--- src/pkg/wdt_pkg.sv ---
// shared constants and types of the watchdog reset timer
`default_nettype none

package wdt_pkg;

	// ---------------------------------------------------------------
	// register map
	// ---------------------------------------------------------------
	localparam logic [15:0] WDT_SERVICE_ADDR = 16'hffff;
	localparam logic [15:0] WDT_COUNT_ADDR   = 16'hfe00;
	localparam logic [15:0] WDT_CAUSE_ADDR   = 16'hfe01;
	localparam int          WDT_CAUSE_BIT    = 0;
	localparam logic [7:0]  WDT_RDATA_RST    = 8'h00;
	localparam logic [7:0]  WDT_CAUSE_RST    = 8'h00;

	// ---------------------------------------------------------------
	// counter chain and timing, in oscillator clocks
	// ---------------------------------------------------------------
	localparam int WDT_PRE_W      = 13;
	localparam int WDT_CNT_W      = 6;
	localparam int WDT_PRE_KEEP   = 4;
	localparam int WDT_CHAIN_W    = WDT_PRE_W + WDT_CNT_W;
	localparam int WDT_TIMEOUT_CYC = 2**18 - 2**4;
	localparam int WDT_PULSE_CYC  = 32;
	localparam int WDT_POR_CYC    = 4096;
	localparam int WDT_POR_W      = $clog2(WDT_POR_CYC);

	// reset pulse sequencer states
	typedef enum logic [0:0] {
		WDT_SEQ_IDLE  = 1'b0,
		WDT_SEQ_DRIVE = 1'b1
	} wdt_seq_t;

endpackage : wdt_pkg

`default_nettype wire

--- src/core/wdt_prescaler.sv ---
// free-running prescaler with whole and upper-bit clears
`timescale 1ns/10ps
`default_nettype none

module wdt_prescaler #(
	parameter int W    = 13,
	parameter int KEEP = 4
) (
	input  wire logic         ref_clk,
	input  wire logic         sys_rst,
	input  wire logic         en,
	input  wire logic         clr_all,
	input  wire logic         clr_hi,
	output var  logic [W-1:0] cnt_q,
	output wire logic         carry
);
	logic [W-1:0] inc_w;
	logic [W-1:0] cnt_d;

	// clear of every bit beats the partial clear, which beats counting above the low KEEP bits
	assign inc_w = en ? W'(cnt_q + 1'b1) : cnt_q;
	assign cnt_d = clr_all ? '0 : (clr_hi ? {{(W-KEEP){1'b0}}, inc_w[KEEP-1:0]} : inc_w);
	assign carry = en && (&cnt_q);

	// counting register
	always_ff @(posedge ref_clk or posedge sys_rst)
	begin
		if (sys_rst)
			cnt_q <= '0;
		else
			cnt_q <= cnt_d;
	end
endmodule // wdt_prescaler

`default_nettype wire

--- src/core/wdt_pulse.sv ---
// fixed-length reset pulse sequencer for the open-drain reset pin
`timescale 1ns/10ps
`default_nettype none

module wdt_pulse
	import wdt_pkg::*;
#(
	parameter int LEN = 32
) (
	input  wire logic ref_clk,
	input  wire logic sys_rst,
	input  wire logic start,
	output var  logic drive_n_q,
	output var  logic done_q
);
	localparam int CW = $clog2(LEN);

	wdt_seq_t      state_q;
	logic [CW-1:0] cnt_q;
	logic          last_w;

	assign last_w = (cnt_q == CW'(LEN - 1));

	// pin held low for exactly LEN clocks, done flags the cycle after
	always_ff @(posedge ref_clk or posedge sys_rst)
	begin
		if (sys_rst)
		begin
			state_q   <= WDT_SEQ_IDLE;
			cnt_q     <= '0;
			drive_n_q <= 1'b1;
			done_q    <= 1'b0;
		end
		else
		begin
			done_q <= 1'b0;
			case (state_q)
				WDT_SEQ_IDLE:
				begin
					cnt_q <= '0;
					if (start)
					begin
						state_q   <= WDT_SEQ_DRIVE;
						drive_n_q <= 1'b0;
					end
				end
				WDT_SEQ_DRIVE:
				begin
					cnt_q <= CW'(cnt_q + 1'b1);
					if (last_w)
					begin
						state_q   <= WDT_SEQ_IDLE;
						drive_n_q <= 1'b1;
						done_q    <= 1'b1;
					end
				end
				default:
				begin
					state_q   <= WDT_SEQ_IDLE;
					drive_n_q <= 1'b1;
				end
			endcase
		end
	end
endmodule // wdt_pulse

`default_nettype wire

--- src/core/wdt_top.sv ---
// watchdog reset timer: counter chain, service decode, reset sequencing
`timescale 1ns/10ps
`default_nettype none

module wdt_top #(
	parameter int TIMEOUT_CYC = wdt_pkg::WDT_TIMEOUT_CYC
) (
	input  wire logic        ref_clk,
	input  wire logic        sys_rst,
	input  wire logic [15:0] bus_addr,
	input  wire logic [7:0]  bus_wdata,
	input  wire logic        bus_wr,
	input  wire logic        bus_rd,
	output var  logic [7:0]  bus_rdata,
	input  wire logic [7:0]  reset_vec_lo,
	input  wire logic        internal_rst,
	input  wire logic        vec_fetch,
	input  wire logic        watchdog_disable,
	input  wire logic        stop_mode,
	input  wire logic        monitor_mode,
	input  wire logic        break_active,
	input  wire logic        hv_irq_pin,
	input  wire logic        hv_rst_pin,
	output var  logic        wdt_rst_req,
	output var  logic        rst_pin_out,
	output var  logic        rst_pin_oe_n
);
	import wdt_pkg::*;

	// ---------------------------------------------------------------
	// declarations
	// ---------------------------------------------------------------
	logic [WDT_PRE_W-1:0]   pre_cnt;
	logic                   pre_carry;
	logic [WDT_CNT_W-1:0]   wdc_q;
	logic [WDT_CNT_W-1:0]   wdc_d;
	logic [WDT_CHAIN_W-1:0] chain_w;
	logic                   ovf_q;
	logic                   ovf_d;
	logic [WDT_POR_W-1:0]   por_cnt_q;
	logic                   por_done_q;
	logic                   por_clr;
	logic [7:0]             cause_q;
	logic [7:0]             cause_d;
	logic [7:0]             rdata_d;
	logic                   svc_wr;
	logic                   svc_rd;
	logic                   cnt_rd;
	logic                   cause_rd;
	logic                   cnt_en;
	logic                   inhibit;
	logic                   hit;
	logic                   fire;
	logic                   seq_done;
	logic                   pre_clr_all;
	logic                   wdc_clr;
	logic                   pin_drive_n;

	// ---------------------------------------------------------------
	// address decode
	// ---------------------------------------------------------------
	// the write data is ignored: any value services the watchdog
	assign svc_wr   = bus_wr && (bus_addr == WDT_SERVICE_ADDR);
	assign svc_rd   = bus_rd && (bus_addr == WDT_SERVICE_ADDR);
	assign cnt_rd   = bus_rd && (bus_addr == WDT_COUNT_ADDR);
	assign cause_rd = bus_rd && (bus_addr == WDT_CAUSE_ADDR);

	// read mux; service address shows the vector byte, never our state
	assign rdata_d = svc_rd   ? reset_vec_lo :
	                 cnt_rd   ? {{(8-WDT_CNT_W){1'b0}}, wdc_q} :
	                 cause_rd ? cause_q : 8'h00;

	// ---------------------------------------------------------------
	// enable and inhibit terms
	// ---------------------------------------------------------------
	// wait state has no input here on purpose: counting goes on
	// stop gates the prescaler clock, modelled as a count enable
	assign cnt_en = !stop_mode && !ovf_q;

	// test-voltage modes and the configuration bit block the reset
	assign inhibit = watchdog_disable
	              || (monitor_mode && (hv_irq_pin || hv_rst_pin))
	              || (break_active && hv_rst_pin);

	// ---------------------------------------------------------------
	// counter chain and timeout detect
	// ---------------------------------------------------------------
	assign chain_w = {wdc_q, pre_cnt};
	assign hit     = cnt_en && (chain_w == WDT_CHAIN_W'(TIMEOUT_CYC - 1));
	// timeout only ever becomes a reset, never an interrupt request
	assign fire    = hit && !inhibit;

	// an inhibited timeout simply restarts the chain instead of wrapping
	assign pre_clr_all = internal_rst || vec_fetch || por_clr
	                  || seq_done || (hit && inhibit);
	assign wdc_clr     = internal_rst || svc_wr || seq_done
	                  || (hit && inhibit);

	// 6-bit stage advances on prescaler carry only
	assign wdc_d = wdc_clr ? '0 :
	               (pre_carry ? WDT_CNT_W'(wdc_q + 1'b1) : wdc_q);

	// request is held until the pulse sequencer has finished
	assign ovf_d = fire ? 1'b1 : (seq_done ? 1'b0 : ovf_q);

	// cause flag: a timeout in the reading cycle wins over the clear
	assign cause_d = fire ? (cause_q | (8'h01 << WDT_CAUSE_BIT)) :
	                 (cause_rd ? 8'h00 : cause_q);

	// power-up prescaler clear after a fixed count from reset release
	assign por_clr = !por_done_q && (por_cnt_q == WDT_POR_W'(WDT_POR_CYC - 1));

	// ---------------------------------------------------------------
	// submodules
	// ---------------------------------------------------------------
	// service write clears prescaler bits above the low four
	wdt_prescaler #(
		.W    (WDT_PRE_W),
		.KEEP (WDT_PRE_KEEP)
	) u_pre (
		.ref_clk (ref_clk),
		.sys_rst (sys_rst),
		.en      (cnt_en),
		.clr_all (pre_clr_all),
		.clr_hi  (svc_wr),
		.cnt_q   (pre_cnt),
		.carry   (pre_carry)
	);

	wdt_pulse #(
		.LEN (WDT_PULSE_CYC)
	) u_pulse (
		.ref_clk   (ref_clk),
		.sys_rst   (sys_rst),
		.start     (fire),
		.drive_n_q (pin_drive_n),
		.done_q    (seq_done)
	);

	// ---------------------------------------------------------------
	// registers
	// ---------------------------------------------------------------
	// watchdog counter, overflow request and cause
	always_ff @(posedge ref_clk or posedge sys_rst)
	begin
		if (sys_rst)
		begin
			wdc_q   <= '0;
			ovf_q   <= 1'b0;
			cause_q <= WDT_CAUSE_RST;
		end
		else
		begin
			wdc_q   <= wdc_d;
			ovf_q   <= ovf_d;
			cause_q <= cause_d;
		end
	end

	// power-up delay counter, stops once the clear has been issued
	always_ff @(posedge ref_clk or posedge sys_rst)
	begin
		if (sys_rst)
		begin
			por_cnt_q  <= '0;
			por_done_q <= 1'b0;
		end
		else if (!por_done_q)
		begin
			por_cnt_q  <= WDT_POR_W'(por_cnt_q + 1'b1);
			por_done_q <= por_clr;
		end
	end

	// outputs, each from its own flip-flop
	always_ff @(posedge ref_clk or posedge sys_rst)
	begin
		if (sys_rst)
		begin
			bus_rdata    <= WDT_RDATA_RST;
			wdt_rst_req  <= 1'b0;
			rst_pin_out  <= 1'b0;
			rst_pin_oe_n <= 1'b1;
		end
		else
		begin
			bus_rdata    <= rdata_d;
			wdt_rst_req  <= ovf_d;
			rst_pin_out  <= 1'b0;
			rst_pin_oe_n <= pin_drive_n;
		end
	end
endmodule // wdt_top

`default_nettype wire

--- config.mk ---
export PLATFORM = sky130hd
export DESIGN_NAME = wdt_top
export DESIGN_NICKNAME = d
export VERILOG_FILES = /design/src/pkg/wdt_pkg.sv /design/src/core/wdt_prescaler.sv /design/src/core/wdt_pulse.sv /design/src/core/wdt_top.sv
export SDC_FILE = /design/constraint.sdc
export NUM_CORES = 1
export LEC_CHECK = 0
export CORE_UTILIZATION = 60
export CTS_CLUSTER_DIAMETER = 100
export DETAILED_ROUTE_END_ITERATION = 16
export DONT_BUFFER_PORTS = 1
export PLACE_DENSITY = 0.72
export SYNTH_ARGS = -nofsm -noshare
export SYNTH_HDL_FRONTEND = slang
export SYNTH_SLANG_ARGS = --single-unit
--- constraint.sdc ---
create_clock -name ref_clk -period 2.8 [get_ports ref_clk]
set_input_delay 0.14 -clock ref_clk [delete_from_list [all_inputs] [get_ports ref_clk]]
set_output_delay 0.14 -clock ref_clk [all_outputs]
set_load 0.01 [all_outputs]
---- After elaboration in Yosys (flattened, before gate mapping) ----
Index checks and enable logic that the tools add are counted.
cells by class
  $add $sub $neg .......................... 4
  equal/unequal tests ..................... 8
  multiplexer cells ....................... 22
  bitwise operators ....................... 1
  reductions and logical operators ........ 32
operators with widths
  cell                                                               count
  16-bit == test, second input constant                              3
  13-bit 2-to-1 mux                                                  3
  19-bit by 18-bit == test with 1-bit output, second input constant  1
  6-bit 2-to-1 mux                                                   3
  13-bit by 1-bit adder with 13-bit output, second input constant    1
  13-bit AND reduction                                               1
  12-bit by 1-bit adder with 12-bit output, second input constant    1
  12-bit == test, second input constant                              1
  1-bit logical AND                                                  12
  1-bit 2-to-1 mux                                                   12
  1-bit logical OR                                                   10
  5-bit case mux with 2 select lines                                 1
  8-bit 2-to-1 mux                                                   1
  6-bit by 1-bit adder with 6-bit output, second input constant      1
  2-bit nonzero test                                                 3
  5-bit by 1-bit adder with 5-bit output, second input constant      1
  5-bit == test, second input constant                               1
  1-bit zero test                                                    4
  2-bit != test, second input constant                               2
  1-bit case mux with 2 select lines                                 2
  3-bit nonzero test                                                 1
  2-bit AND reduction                                                1
  1-bit NOT                                                          1
storage, ports and cells
  bits in registers ....................... 51
  input bits .............................. 44
  output and inout bits ................... 11

---- Longest topological paths before layout ----
  word-level depth ........................ 8
  depth in mapped cells ................... 7
  depth with buffers taken out ............ 5

---- Cells and area by module ----
Synthesis repeated with hierarchy kept, for this count alone.
second synthesis, totals
  cell total of the unflattened synthesis .. 225
  area total of the unflattened synthesis .. 2484.9 um^2
modules (own cells, without submodules)
  module         times used  cells each  area each (um^2)  seq. area each (um^2)
  wdt_top        1           130         1431.4            752.0
  wdt_prescaler  1           67          715.7             325.3
  wdt_pulse      1           28          337.8             201.4

---- Worst setup path before layout ----
No wires, ideal clock.
  kind .................................... reg2reg
  from .................................... register, netlist name wdt_rst_req
  to ...................................... register wdc_q[4]
  setup time .............................. 94 ps
  data arrival time ....................... 2149 ps
  setup slack ............................. 558 ps
  cell stages (with the launch flop) ...... 6
  path buffers ............................ 1
  clock period less this slack ............ 2242 ps
  path through ............................ dfrtp_1 or3b_1 buf_6 or4_4 or4_1 a211oi_1
RTL lines
  item                  RTL line        RTL
  end signal, assigned  wdt_top.sv:154  wdc_q <= wdc_d;
  end, declared         wdt_top.sv:35   logic [WDT_CNT_W-1:0] wdc_q;

==> flow_summary.toml <==
[clock_tree]
cts_buffer_depth = 2
cts-root-buf = "clkbuf_8"
cts_tree = "yes"
numCtsBuffers = 5
cts_sinks = 51
cts_resized = 0
htreeDepth = 2
clk_latency_ns = 0.30
path_clk_slew_ns = 0.09

[critical_path]
rrSetupSlack_ns = 0.38
crit_arrival_ns = 2.62
worstPathRequired_ns = 3.01
crit_fanout = 10
timing.rr.start = "wdt_rst_req"
crit_path_top_delay_cell = "or4_1"
cp-startpoint = "wdt_rst_req"
reg2reg_depth = 4
endpoint_kind = "flop"
reg2reg_to = "wdc_q[3]"
path_class = "flop to flop"
crit_chain = "or3b_1, or4_1, or3_1, a211oi_1"
slowest_delay_ns = 0.73
critPathLaunchType = "flop"
crit_end = "wdc_q[3]"

[route]
wire_per_inst_um = 16.1
drc = 0
vias = 1712
wl_um = 4520
drt-pass1-iter-count = 4
vias_per_cell = 6.09
ant_nets = 0
drtIter0Drc = 68

[synthesis]
synth_top_area_cell = "dfrtp_1"
synth_seq_area_share = 0.536
synth_top_area_frac = 0.514
syn_area_per_cell_sq_um = 10.7
synthDistinctLibCells = 41
netlist_instances = 222
ys_warn_count = 0
syn_nets = 271
synth_seq_cells = 51
synth_area_sq_um = 2390
synth_area_leaders = "dfrtp_1 (51%), xnor2_1 (7.0%), nor3_1 (3.6%)"

[place]
port_buffers = 0
place_congestion = 0.875
dp_cells = 264
place_area_sq_um = 2410
dp.final_hpwl_um = 3230

[pwr]
p_sw_frac = 0.201
p_clk_frac = 0.390
p_leak_nw = 1.11
p_int_w = 0.00102
vdd_ir_drop_max_uv = 364
switching_power_w = 0.000256
power_density_nw_per_um2 = 488
seqPwrFrac = 0.579
combPwrFrac = 0.031
finalPower_w = 0.00127

[cells_and_area]
drive_gt1_frac = 0.0601
fin_area_sq_um = 2610
layout_commonest_cell = "dfrtp_1"
layout_common_cells = "dfrtp_1 (49), xnor2_1 (19), nand2_1 (17), nor3_1 (17), nor2_1 (12)"
post-route-util = 0.698
fin_nets = 281
diodes = 0
final_cells = 281
area_growth_pct = 9.44

[global_routing]
grt_max_degree = 52
antenna_found_initial = 0
grt_pass1_wl_um = 7780
grt_pass1_vias = 1843
grt_util_all_layers = 0.248
grt.overflow.total = 0

[die]
dieArea_sq_um = 4230
dieHeight_um = 65.1
rows = 22
coreArea_sq_um = 3740
ios = 55
die_w_um = 65.1
start_util = 0.637

[timing]
period_share = 0.864
setup-violations-final = 0
finalHoldViolCount = 0
timing.fmax_mhz = 414
drv_slew = 0
tightest_slew_ns = 0.991
fin_crit_ns = 2.42
rsz0062_at_grt = "false"
finalClockSkew_ns = 0.0122
final.setup.tns_ns = 0
slew_headroom = 0.338

[job]
maxCapViolCount = 0

[min_path]
worst_hold_path_type = "input port to flop"

[run_status]
status = "finished, final reports clean"
-- final cells by class --
class	count	area [sq um]
sequential	51	1280
fill	278	1130
timing repair buffer	9	90.1
clock inverter	2	37.5
inverter	7	26.3
tap	48	60.1
clock buffer	6	72.6
multi-input combinational	158	1050
-- worst max-delay path: cells and delay by family (launching register included) --
| kind | cells | cell delay [ns] |
|---|---|---|
| simple gates | 3 | 1.63 |
| flops | 1 | 0.45 |
| compound gates | 1 | 0.25 |
-- power by group through the flow --
| stage | clock network [W] | logic (W) | registers, W |
|---|---|---|---|
| detailed placement | 0 | 0.0000307 | 0.000753 |
| global placement | 0 | 0.0000296 | 0.000752 |
| floorplan | 0 | 0.0000254 | 0.000752 |
| global route | 0.000541 | 0.0000463 | 0.000738 |
| CTS | 0.000515 | 0.0000412 | 0.000738 |
| finish | 0.000497 | 0.0000401 | 0.000738 |
-- how the worst min path moves through the flow --
| stage | cells past startpoint | slack, ns | start | to |
|---|---|---|---|---|
| finish | 3 | 0.03 | bus_addr[0] | cause_q[0] |
| global route | 3 | 0.05 | bus_addr[0] | cause_q[0] |
| CTS | 3 | 0.02 | bus_addr[0] | cause_q[0] |
| detailed placement | 1 | 0.26 | reset_vec_lo[0] | bus_rdata[0] |
| global placement | 1 | 0.27 | reset_vec_lo[0] | bus_rdata[0] |
| floorplan | 1 | 0.26 | reset_vec_lo[0] | bus_rdata[0] |
-- flip-flops by register name (all words and copies together) (netlist names), 5 cells and up --
register       cells
por_cnt_q         12
u_pre.cnt_q       13
wdc_q              6
bus_rdata          8
u_pulse.cnt_q      5
-- stage by stage --
stage          hold slack [ns]  setup slack [ns]
3_5_place_dp             0.262             0.399
3_3_place_gp             0.265             0.453
4_1_cts                 0.0234             0.379
2_1_floorplan            0.257             0.558
6_report                0.0337             0.382
5_1_grt                 0.0502             0.252
-- per-layer routing --
layer	global-route usage	up-vias	routed length (um)
li1	-	819	-
met3	0.0563	6	228
met5	0	-	0
met1	0.286	827	1910
met2	0.441	60	2320
met4	0.101	0	62
-- logic make-up (layout without fill, tap and decap cells) --
family / count (synthesis) / after routing / share of synthesized area
and+or+nand+nor: 98 / 98 / 0.223
DFF: 51 / 51 / 0.536
xor gates and xnor gates: 25 / 25 / 0.0918
AOI/OAI and AO/OA: 24 / 24 / 0.0745
buffers and inverters: 13 / 24 / 0.0257
adders and majority gates: 5 / 5 / 0.0262
muxes: 5 / 5 / 0.0215
other: 1 / 1 / 0.00157
-- cells in the mapped netlist (all sizes together) --
cell	number
and2	5
inv	7
conb	1
and3	5
nand3	10
a31o	1
nor4	7
mux2	1
or3	4
o21ai	5
nand2b	2
a21o	1
nor2	12
a211oi	5
dfrtp	49
buf	4
nand4	8
nand2	17
and3b	1
or4	5
xor2	6
or2	1
o22a	1
clkbuf	2
ha	5
and4	1
o31ai	4
nor3	17
a22o	5
dfstp	2
xnor2	19
o211ai	1
and4b	2
mux2i	4
a211o	1
or3b	1
-- timing repair --
action                                 in CTS  in global routing
hold buffers                                9                  0
endpoints found under the hold margin      57                  0
buffers inserted                            0                  0
Power figures use the tool's default switching activity.
